### src/design/jtp_pkg.sv
// jtp_pkg: constants, state codes and carrier types of the test access port.
// assumes: included before jtp_tap; all logic runs on hclk.
`default_nettype none
package jtp_pkg;

  //////////////////////////////////////////////////////////////////////////
  // sizes
  localparam int NUM_IO  = 4;
  localparam int BSR_LEN = NUM_IO * 3;
  localparam int IR_LEN  = 5;
  localparam int ID_LEN  = 20;
  localparam int USR_LEN = 33;
  localparam int DR_MAX  = 33;

  // arbitrary neutral identity value
  localparam logic [ID_LEN-1:0] ID_CODE_DEFAULT = 20'h5A5A3;

  //////////////////////////////////////////////////////////////////////////
  // instruction codes
  localparam logic [IR_LEN-1:0] INSTR_EXTEST = 5'h00;
  localparam logic [IR_LEN-1:0] INSTR_SAMPLE = 5'h01;
  localparam logic [IR_LEN-1:0] INSTR_USR    = 5'h0E;
  localparam logic [IR_LEN-1:0] INSTR_ID     = 5'h0F;
  localparam logic [IR_LEN-1:0] INSTR_BYPASS = 5'h1F;
  // shifts out lsb first as 1,0,1,1,1
  localparam logic [IR_LEN-1:0] IR_CAP_FIXED = 5'h1D;

  //////////////////////////////////////////////////////////////////////////
  // register offsets and fields
  localparam logic [7:0] OFS_STATUS   = 8'h00;
  localparam logic [7:0] OFS_INT_STAT = 8'h04;
  localparam logic [7:0] OFS_INT_MASK = 8'h08;
  localparam logic [7:0] OFS_USR_LO   = 8'h0C;
  localparam logic [7:0] OFS_USR_HI   = 8'h10;
  localparam int STAT_IR_POS  = 16;
  localparam int STAT_ERR_POS = 21;
  localparam int EV_W     = 3;
  localparam int EV_TLR   = 0;
  localparam int EV_UP_IR = 1;
  localparam int EV_UP_DR = 2;
  localparam logic [EV_W-1:0] INT_RST = 3'h0;

  //////////////////////////////////////////////////////////////////////////
  // synchroniser vector layout
  localparam int SY_TCK   = 0;
  localparam int SY_TMS   = 1;
  localparam int SY_TDI   = 2;
  localparam int SY_TRST  = 3;
  localparam int SY_ERR   = 4;
  localparam int SY_PWR   = 7;
  localparam int SY_START = 8;
  localparam int SY_PROBE = 9;
  localparam int SY_PAD   = 10;
  localparam int SYNC_W   = SY_PAD + NUM_IO;

  //////////////////////////////////////////////////////////////////////////
  // types
  typedef enum logic [15:0] {
    ST_TLR    = 16'h0001, ST_RTI    = 16'h0002,
    ST_SEL_DR = 16'h0004, ST_CAP_DR = 16'h0008,
    ST_SH_DR  = 16'h0010, ST_EX1_DR = 16'h0020,
    ST_PA_DR  = 16'h0040, ST_EX2_DR = 16'h0080,
    ST_UP_DR  = 16'h0100, ST_SEL_IR = 16'h0200,
    ST_CAP_IR = 16'h0400, ST_SH_IR  = 16'h0800,
    ST_EX1_IR = 16'h1000, ST_PA_IR  = 16'h2000,
    ST_EX2_IR = 16'h4000, ST_UP_IR  = 16'h8000
  } jtp_state_t;

  typedef struct packed {
    logic       valid;
    logic       write;
    logic [7:0] addr;
  } jtp_aphase_t;

endpackage
`default_nettype wire

### src/design/jtp_tap.sv
// jtp_tap: boundary-scan test access port with an AHB-Lite status port.
// assumes: tck, tms, tdi, trst_n and all pad inputs are asynchronous to
// hclk, and tck is far slower than hclk (at least 8 hclk per tck phase).
//
// The implementer's own choices: the AHB-Lite register port and the register addresses.
`timescale 1ns/1ps
`default_nettype none
module jtp_tap
  import jtp_pkg::*;
#(
  parameter logic [ID_LEN-1:0] ID_CODE = ID_CODE_DEFAULT
) (
  input  wire logic              hclk,
  input  wire logic              hresetn,
  input  wire logic              hsel,
  input  wire logic [31:0]       haddr,
  input  wire logic [1:0]        htrans,
  input  wire logic              hwrite,
  input  wire logic [2:0]        hsize,
  input  wire logic [31:0]       hwdata,
  input  wire logic              hready,
  output var  logic [31:0]       hrdata,
  output var  logic              hreadyout,
  output var  logic              hresp,
  output var  logic              irq,
  input  wire logic              tck,
  input  wire logic              tms,
  input  wire logic              tdi,
  input  wire logic              trst_n,
  output var  logic              tdo,
  output var  logic              tdo_oe,
  input  wire logic              output_error_n,
  input  wire logic              probe_one_error_n,
  input  wire logic              probe_two_error_n,
  input  wire logic              power_up_done,
  input  wire logic              startup_mode,
  input  wire logic              probe_used,
  input  wire logic [NUM_IO-1:0] core_out,
  input  wire logic [NUM_IO-1:0] core_oe,
  output var  logic [NUM_IO-1:0] core_in,
  input  wire logic [NUM_IO-1:0] pad_in,
  output var  logic [NUM_IO-1:0] pad_out,
  output var  logic [NUM_IO-1:0] pad_oe
);

  ////////////////////////////////////////////////////////////////////////////
  // synchronisers and tck edges
  logic [SYNC_W-1:0]  sy_raw;
  logic [SYNC_W-1:0]  sy1;
  logic [SYNC_W-1:0]  sy2;
  logic               tck_d;
  logic               tck_rise;
  logic               tck_fall;
  logic               tms_s;
  logic               tdi_s;
  logic               trst_s;
  logic [NUM_IO-1:0]  pad_s;

  assign sy_raw = {pad_in, probe_used, startup_mode, power_up_done,
                   probe_two_error_n, probe_one_error_n, output_error_n,
                   trst_n, tdi, tms, tck};

  // errors reset inactive and tck low, as the pins idle, so no false
  // error or tck edge follows reset
  always_ff @(posedge hclk or negedge hresetn) begin
    if (!hresetn) begin
      sy1   <= {{(SYNC_W-1){1'b1}}, 1'b0};
      sy2   <= {{(SYNC_W-1){1'b1}}, 1'b0};
      tck_d <= 1'b0;
    end else begin
      sy1   <= sy_raw;
      sy2   <= sy1;
      tck_d <= sy2[SY_TCK];
    end
  end

  assign tck_rise = sy2[SY_TCK] & ~tck_d;
  assign tck_fall = ~sy2[SY_TCK] & tck_d;
  assign tms_s    = sy2[SY_TMS];
  assign tdi_s    = sy2[SY_TDI];
  assign trst_s   = sy2[SY_TRST];
  assign pad_s    = sy2[SY_PAD +: NUM_IO];

  ////////////////////////////////////////////////////////////////////////////
  // tap state machine
  jtp_state_t state;
  jtp_state_t next_state;
  logic       in_tlr;
  logic       in_tlr_d;
  logic       up_ir;
  logic       up_dr;

  always_comb begin
    next_state = state;
    unique case (state)
      ST_TLR:    next_state = tms_s ? ST_TLR    : ST_RTI;
      ST_RTI:    next_state = tms_s ? ST_SEL_DR : ST_RTI;
      ST_SEL_DR: next_state = tms_s ? ST_SEL_IR : ST_CAP_DR;
      ST_CAP_DR: next_state = tms_s ? ST_EX1_DR : ST_SH_DR;
      ST_SH_DR:  next_state = tms_s ? ST_EX1_DR : ST_SH_DR;
      ST_EX1_DR: next_state = tms_s ? ST_UP_DR  : ST_PA_DR;
      ST_PA_DR:  next_state = tms_s ? ST_EX2_DR : ST_PA_DR;
      ST_EX2_DR: next_state = tms_s ? ST_UP_DR  : ST_SH_DR;
      ST_UP_DR:  next_state = tms_s ? ST_SEL_DR : ST_RTI;
      ST_SEL_IR: next_state = tms_s ? ST_TLR    : ST_CAP_IR;
      ST_CAP_IR: next_state = tms_s ? ST_EX1_IR : ST_SH_IR;
      ST_SH_IR:  next_state = tms_s ? ST_EX1_IR : ST_SH_IR;
      ST_EX1_IR: next_state = tms_s ? ST_UP_IR  : ST_PA_IR;
      ST_PA_IR:  next_state = tms_s ? ST_EX2_IR : ST_PA_IR;
      ST_EX2_IR: next_state = tms_s ? ST_UP_IR  : ST_SH_IR;
      ST_UP_IR:  next_state = tms_s ? ST_SEL_DR : ST_RTI;
    endcase
  end

  always_ff @(posedge hclk or negedge hresetn) begin
    if (!hresetn) begin
      state    <= ST_TLR;
      in_tlr_d <= 1'b1;
    end else begin
      in_tlr_d <= in_tlr;
      if (!trst_s) begin
        state <= ST_TLR;
      end else if (tck_rise) begin
        state <= next_state;
      end
    end
  end

  assign in_tlr = (state == ST_TLR);
  assign up_ir  = tck_rise && (state == ST_UP_IR);
  assign up_dr  = tck_rise && (state == ST_UP_DR);

  ////////////////////////////////////////////////////////////////////////////
  // error flags and instruction register
  logic [2:0]        err_pend;
  logic [2:0]        err_set;
  logic              p1_flag;
  logic [IR_LEN-1:0] ir;
  logic [IR_LEN-1:0] ir_shift;
  logic [IR_LEN-1:0] ir_cap;

  assign err_set = ~sy2[SY_ERR +: 3];

  // a new error in the clearing cycle stays pending
  always_ff @(posedge hclk or negedge hresetn) begin
    if (!hresetn) begin
      err_pend <= 3'h0;
    end else if (in_tlr || up_ir) begin
      err_pend <= err_set;
    end else begin
      err_pend <= err_pend | err_set;
    end
  end

  // unprobed start-up reuses probe one bit as power-up done
  assign p1_flag = (sy2[SY_START] && !sy2[SY_PROBE]) ? sy2[SY_PWR]
                                                    : ~err_pend[1];
  assign ir_cap  = {IR_CAP_FIXED[4] & ~err_pend[2],
                    IR_CAP_FIXED[3] & p1_flag,
                    IR_CAP_FIXED[2] & ~err_pend[0],
                    IR_CAP_FIXED[1:0]};

  always_ff @(posedge hclk or negedge hresetn) begin
    if (!hresetn) begin
      ir_shift <= IR_CAP_FIXED;
    end else if (tck_rise && state == ST_CAP_IR) begin
      ir_shift <= ir_cap;
    end else if (tck_rise && state == ST_SH_IR) begin
      ir_shift <= {tdi_s, ir_shift[IR_LEN-1:1]};
    end
  end

  always_ff @(posedge hclk or negedge hresetn) begin
    if (!hresetn) begin
      ir <= INSTR_ID;
    end else if (in_tlr) begin
      ir <= INSTR_ID;
    end else if (up_ir) begin
      ir <= ir_shift;
    end
  end

  ////////////////////////////////////////////////////////////////////////////
  // data registers
  logic [DR_MAX-1:0]  dr_shift;
  logic [DR_MAX-1:0]  dr_cap;
  logic [DR_MAX-1:0]  dr_shifted;
  logic [5:0]         dr_len;
  logic [USR_LEN-1:0] user_signature;
  logic [BSR_LEN-1:0] bsr_cap;
  logic [BSR_LEN-1:0] bsr_latch;
  logic               sel_bsr;
  logic               extest;

  assign sel_bsr = (ir == INSTR_EXTEST) || (ir == INSTR_SAMPLE);
  assign extest  = (ir == INSTR_EXTEST);

  // per io: enable nearest the serial output, then output, then input
  for (genvar i = 0; i < NUM_IO; i++) begin : g_cell
    assign bsr_cap[3*i]   = core_oe[i];
    assign bsr_cap[3*i+1] = core_out[i];
    assign bsr_cap[3*i+2] = pad_s[i];
  end

  always_comb begin
    unique case (ir)
      INSTR_ID: begin
        dr_len = 6'(ID_LEN);
        dr_cap = DR_MAX'(ID_CODE);
      end
      INSTR_USR: begin
        dr_len = 6'(USR_LEN);
        dr_cap = user_signature;
      end
      INSTR_EXTEST, INSTR_SAMPLE: begin
        dr_len = 6'(BSR_LEN);
        dr_cap = DR_MAX'(bsr_cap);
      end
      default: begin
        dr_len = 6'h01;
        dr_cap = '0;
      end
    endcase
  end

  always_comb begin
    dr_shifted = '0;
    for (int k = 0; k < DR_MAX - 1; k++) begin
      if (6'(k) == dr_len - 6'h01) begin
        dr_shifted[k] = tdi_s;
      end else if (6'(k) < dr_len - 6'h01) begin
        dr_shifted[k] = dr_shift[k+1];
      end
    end
    if (dr_len == 6'(DR_MAX)) begin
      dr_shifted[DR_MAX-1] = tdi_s;
    end
  end

  always_ff @(posedge hclk or negedge hresetn) begin
    if (!hresetn) begin
      dr_shift <= '0;
    end else if (tck_rise && state == ST_CAP_DR) begin
      dr_shift <= dr_cap;
    end else if (tck_rise && state == ST_SH_DR) begin
      dr_shift <= dr_shifted;
    end
  end

  always_ff @(posedge hclk or negedge hresetn) begin
    if (!hresetn) begin
      bsr_latch <= '0;
    end else if (up_dr && sel_bsr) begin
      bsr_latch <= dr_shift[BSR_LEN-1:0];
    end
  end

  // pad drive muxes: latch in external test, core otherwise
  always_ff @(posedge hclk or negedge hresetn) begin
    if (!hresetn) begin
      pad_out <= '0;
      pad_oe  <= '0;
      core_in <= '0;
    end else begin
      core_in <= pad_s;
      for (int i = 0; i < NUM_IO; i++) begin
        pad_oe[i]  <= extest ? bsr_latch[3*i]   : core_oe[i];
        pad_out[i] <= extest ? bsr_latch[3*i+1] : core_out[i];
      end
    end
  end

  ////////////////////////////////////////////////////////////////////////////
  // serial output, retimed to the falling tck edge
  always_ff @(posedge hclk or negedge hresetn) begin
    if (!hresetn) begin
      tdo    <= 1'b0;
      tdo_oe <= 1'b0;
    end else if (!trst_s) begin
      tdo_oe <= 1'b0;
    end else if (tck_fall) begin
      tdo_oe <= (state == ST_SH_IR) || (state == ST_SH_DR);
      tdo    <= (state == ST_SH_IR) ? ir_shift[0] : dr_shift[0];
    end
  end

  ////////////////////////////////////////////////////////////////////////////
  // ahb-lite slave; reads take one wait state so that a write just ahead
  // is always visible to them
  jtp_aphase_t ap;
  logic              accept;
  logic              rd_wait;
  logic [EV_W-1:0]   int_stat;
  logic [EV_W-1:0]   int_mask;
  logic [EV_W-1:0]   ev;
  logic              wr_en;

  assign accept    = hsel && htrans[1] && hready;
  assign hreadyout = ~rd_wait;
  assign hresp     = 1'b0;
  assign wr_en     = ap.valid && ap.write && !rd_wait;

  always_ff @(posedge hclk or negedge hresetn) begin
    if (!hresetn) begin
      ap      <= '0;
      rd_wait <= 1'b0;
    end else begin
      if (hready) begin
        ap <= '{valid: accept, write: hwrite, addr: haddr[7:0]};
      end
      rd_wait <= accept && !hwrite;
    end
  end

  always_ff @(posedge hclk or negedge hresetn) begin
    if (!hresetn) begin
      hrdata <= '0;
    end else if (rd_wait) begin
      unique case (ap.addr)
        OFS_STATUS:   hrdata <= {8'h00, err_pend, ir, state};
        OFS_INT_STAT: hrdata <= 32'(int_stat);
        OFS_INT_MASK: hrdata <= 32'(int_mask);
        OFS_USR_LO:   hrdata <= user_signature[31:0];
        OFS_USR_HI:   hrdata <= 32'(user_signature[USR_LEN-1:32]);
        default:      hrdata <= '0;
      endcase
    end
  end

  // programming only sets ones; unprogrammed bits stay zero
  always_ff @(posedge hclk or negedge hresetn) begin
    if (!hresetn) begin
      user_signature <= '0;
    end else if (wr_en && ap.addr == OFS_USR_LO) begin
      user_signature[31:0] <= user_signature[31:0] | hwdata;
    end else if (wr_en && ap.addr == OFS_USR_HI) begin
      user_signature[32] <= user_signature[32] | hwdata[0];
    end
  end

  ////////////////////////////////////////////////////////////////////////////
  // interrupts
  always_comb begin
    ev           = '0;
    ev[EV_TLR]   = in_tlr && !in_tlr_d;
    ev[EV_UP_IR] = up_ir;
    ev[EV_UP_DR] = up_dr;
  end

  // an event in the clearing cycle wins over the write of one
  always_ff @(posedge hclk or negedge hresetn) begin
    if (!hresetn) begin
      int_stat <= INT_RST;
      int_mask <= INT_RST;
    end else begin
      if (wr_en && ap.addr == OFS_INT_STAT) begin
        int_stat <= (int_stat & ~hwdata[EV_W-1:0]) | ev;
      end else begin
        int_stat <= int_stat | ev;
      end
      if (wr_en && ap.addr == OFS_INT_MASK) begin
        int_mask <= hwdata[EV_W-1:0];
      end
    end
  end

  assign irq = |(int_stat & int_mask);
endmodule
`default_nettype wire

### config.mk
export PLATFORM = sky130hd
export DESIGN_NAME = jtp_tap
export DESIGN_NICKNAME = d
export VERILOG_FILES = /design/src/design/jtp_pkg.sv /design/src/design/jtp_tap.sv
export SDC_FILE = /design/constraint.sdc
export NUM_CORES = 1
export LEC_CHECK = 0
export BUFFER_PORTS_ARGS = -buffer_cell sky130_fd_sc_hd__buf_4
export CAP_MARGIN = 10
export CORE_ASPECT_RATIO = 0.5
export CORE_UTILIZATION = 49
export CTS_CLUSTER_SIZE = 40
export DETAILED_ROUTE_END_ITERATION = 7
export HOLD_SLACK_MARGIN = 0.15
export MAX_ROUTING_LAYER = met4
export PLACE_DENSITY = 0.77
export SKIP_CTS_REPAIR_TIMING = 1
export SLEW_MARGIN = 10
export SYNTH_ARGS = -nofsm -noshare
export SYNTH_HDL_FRONTEND = slang
export SYNTH_SLANG_ARGS = --single-unit
### constraint.sdc
create_clock -name hclk -period 3.52 [get_ports hclk]
set_input_delay 0.352 -clock hclk [delete_from_list [all_inputs] [get_ports hclk]]
set_output_delay 0.352 -clock hclk [all_outputs]
set_load 0.02 [all_outputs]
==> impl_metrics.json <==
{
  "finalWirelength_mm": 23.9,
  "reg2reg_to": "dr_shift[0]",
  "avgSynthCellArea_um2": 10.8,
  "grt_pass1_vias": 6855,
  "top_layer_used": "met4",
  "syn_to_final_growth_pct": 24.2,
  "drtIter0Drc": 821,
  "dpl_cell_area_mm2": 0.00997,
  "initial_core_util_pct": 50.7,
  "crit_path_start_kind": "flip-flop",
  "drv_slew": 0,
  "seq_area_mm2": 0.00495,
  "cts_tree": "done",
  "grt_pass1_wl_mm": 37.5,
  "fin_nets": 1068,
  "grt_usage_pct": 26.8,
  "fmaxAchievable_mhz": 331,
  "setup-violations-final": 0,
  "synthMostInstantiatedCell": "dfrtp_1",
  "worst_ep_required_time_ns": 3.86,
  "firstDrtPassIters": 7,
  "cellLeakagePower_nw": 5.08,
  "ant_nets": 0,
  "wl_per_cell_um": 19.7,
  "drv_cap": 0,
  "n_fill_cell": 1410,
  "cp_common_cell": "mux2i_1",
  "viasPerCell": 5.97,
  "synth_top_area_share_pct": 44.8,
  "clkTransAtPathRegs_ns": 0.08,
  "synth_top_area_cell": "dfrtp_1",
  "die_w_um": 193,
  "cts-root-buf": "clkbuf_16",
  "period_share_pct": 85.7,
  "worstHoldStart": "htrans[1]",
  "critical_path_class": "flip-flop to flip-flop",
  "crit_family": "flip-flops",
  "hold_viol": 0,
  "startpoint": "ir[0]",
  "tns_ns": 0,
  "syn-num-nets": 925,
  "dp_hpwl_mm": 16.4,
  "end_kind": "flip-flop",
  "relSlewSlack_pct": 31.5,
  "dr_wl_met2_mm": 11.0,
  "synth-main-ff-cell": "dfrtp_1",
  "synth_edf_count": 0,
  "dr_total_vias": 7262,
  "tightest_slew_ns": 1.03,
  "syn_inst": 826,
  "clkLatencyLatePin_ns": 0.44,
  "path_cells": "nor2b_1 > a21oi_2 > inv_1 > ha_1 > mux2i_1 > nand4_1 > mux2i_1 > o221ai_1 > o21a_1",
  "slowest_stage": "dfstp_2",
  "synth_commonest_cells": "dfrtp_1, nand2_1, o21ai_0, nor2_1, dfstp_2",
  "cts-buffers-inserted": 17,
  "design.die.area_mm2": 0.0188,
  "yosys_warnings": 0,
  "fin_util_pct": 63.0,
  "core_mm2": 0.0176,
  "crit_path_max_incr_delay_ns": 0.83,
  "ys_ff_latch": 196,
  "hold_path_end": "ap[9]",
  "gp_congestion": 0.907,
  "finalInstanceArea_mm2": 0.0111,
  "r2r_start": "ir[0]",
  "clockBufferDepth": 2,
  "hold_depth": 3,
  "violations": "DRC",
  "ys_top_cells_by_area": "dfrtp_1, dfstp_2, mux2_2",
  "antenna_cells": 0,
  "numPortBuffers": 115,
  "status": "finished, violations left",
  "cp.arrival_ns": 3.35,
  "drive_gt1_share_pct": 25.9,
  "h-tree-depth": 4,
  "clock-sinks": 196,
  "rrSetupSlack_ns": 0.50,
  "ios": 145,
  "max-vdd-ir-drop_mv": 0.349,
  "syn-cell-area_mm2": 0.00893,
  "crit_fanout": 23,
  "finalCriticalPeriod_ns": 3.02,
  "async_flop_share_pct": 100,
  "ys_types": 68,
  "antenna_found_initial": 0,
  "powerDensity_mw_per_mm2": 417,
  "min_path_type": "input port to flip-flop",
  "yosysSeqAreaShare_pct": 55.4,
  "drc": 4,
  "rsz0062_at_grt": "false",
  "grt_max_degree": 115,
  "die_h_um": 97.5,
  "skew_ns": 0.0157,
  "multi_input_area_mm2": 0.00359,
  "crit_buf_inv": 1,
  "num_rows": 34,
  "power_mw": 4.63,
  "reg2reg_depth": 9,
  "grt_overflow": 0,
  "wl_met3_mm": 1.68,
  "m1WireLength_mm": 11.0
}
## placed cells by master (no fill, tap or decap), types with 7 or more instances in the layout
cell,count
o21ai_0,55
buf_4,133
a21o_1,34
nand2_1,76
a21oi_1,19
nand3_1,28
dfrtp_1,160
and2_1,10
clkbuf_16,17
a31oi_1,12
nand4_1,11
a22oi_1,31
mux2_2,31
o2bb2ai_1,23
nor2_1,48
inv_1,29
dlygate4sd3_1,51
nor3_1,14
or4_1,9
nor2b_1,11
o22a_1,7
mux2i_1,9
dfstp_2,36
## logic make-up (layout without fill, tap and decap cells)
group	Yosys count	in the layout	share of synthesized area [%]
other	1	1	0.0420
buffers and inverters	92	248	4.40
adder cells (fa/ha/maj)	3	3	0.420
AO/OA/AOI/OAI	234	234	18.2
flip-flops	196	196	55.4
AND/OR/NAND/NOR	250	250	15.2
multiplexers	43	43	5.67
XOR/XNOR	7	7	0.687
## cell type report
type	instances	share of cell area, %
multi-input combinational	538	32.3
inverter	30	1.02
clock buffer	17	3.84
timing repair buffer	186	13.9
tap	234	2.64
clock inverter	15	1.62
sequential	196	44.6
## flip-flops by register name (all words and copies together), names as in the netlist, 5 cells and up
register / cells
ir: 5
bsr_latch: 8
state: 16
sy2: 14
sy1: 14
hrdata: 32
user_signature: 33
ap: 10
dr_shift: 33
ir_shift: 5
## through the flow
| stage | worst slack (ns) | hold slack, ns | std cells |
|---|---|---|---|
| 5_1_grt | 0.330 | 0.152 | 1216 |
| 3_3_place_gp | 0.657 | 0.337 | 1133 |
| 6_report | 0.502 | 0.152 | 1216 |
| 3_5_place_dp | 0.622 | 0.347 | 1133 |
| 4_1_cts | 0.594 | 0.00164 | 1165 |
| 2_1_floorplan | 0.926 | 0.0564 | 826 |
## routing by layer
metal	track usage (%)	vias up
met5	-	-
met4	6.67	0
met3	4.19	33
met2	38.2	315
met1	40.0	3624
li1	-	3290
## worst reg2reg max path: stages, from the launching register on
cell      delay [ns]
dfstp_2         0.83
nor2b_1         0.28
a21oi_2         0.17
inv_1           0.09
ha_1            0.27
mux2i_1         0.49
nand4_1         0.28
mux2i_1         0.24
o221ai_1        0.13
o21a_1          0.14
## where the power goes
group | leakage (nW) | internal (mW) | switching [mW] | total (mW)
clock network | 0.283 | 0.966 | 0.997 | 1.96
registers | 2.49 | 2.32 | 0.0530 | 2.37
logic | 2.31 | 0.152 | 0.140 | 0.292
total | 5.08 | 3.44 | 1.19 | 4.63
## how the worst max path moves through the flow
stage | end | slack, ns | depth (start not counted)
5_1_grt | dr_shift[0] | 0.33 | 9
3_5_place_dp | dr_shift[0] | 0.62 | 9
2_1_floorplan | dr_shift[19] | 0.93 | 10
3_3_place_gp | dr_shift[0] | 0.66 | 9
6_report | dr_shift[0] | 0.50 | 9
4_1_cts | dr_shift[0] | 0.59 | 9
Note: power is estimated with default switching activity, not from simulation.
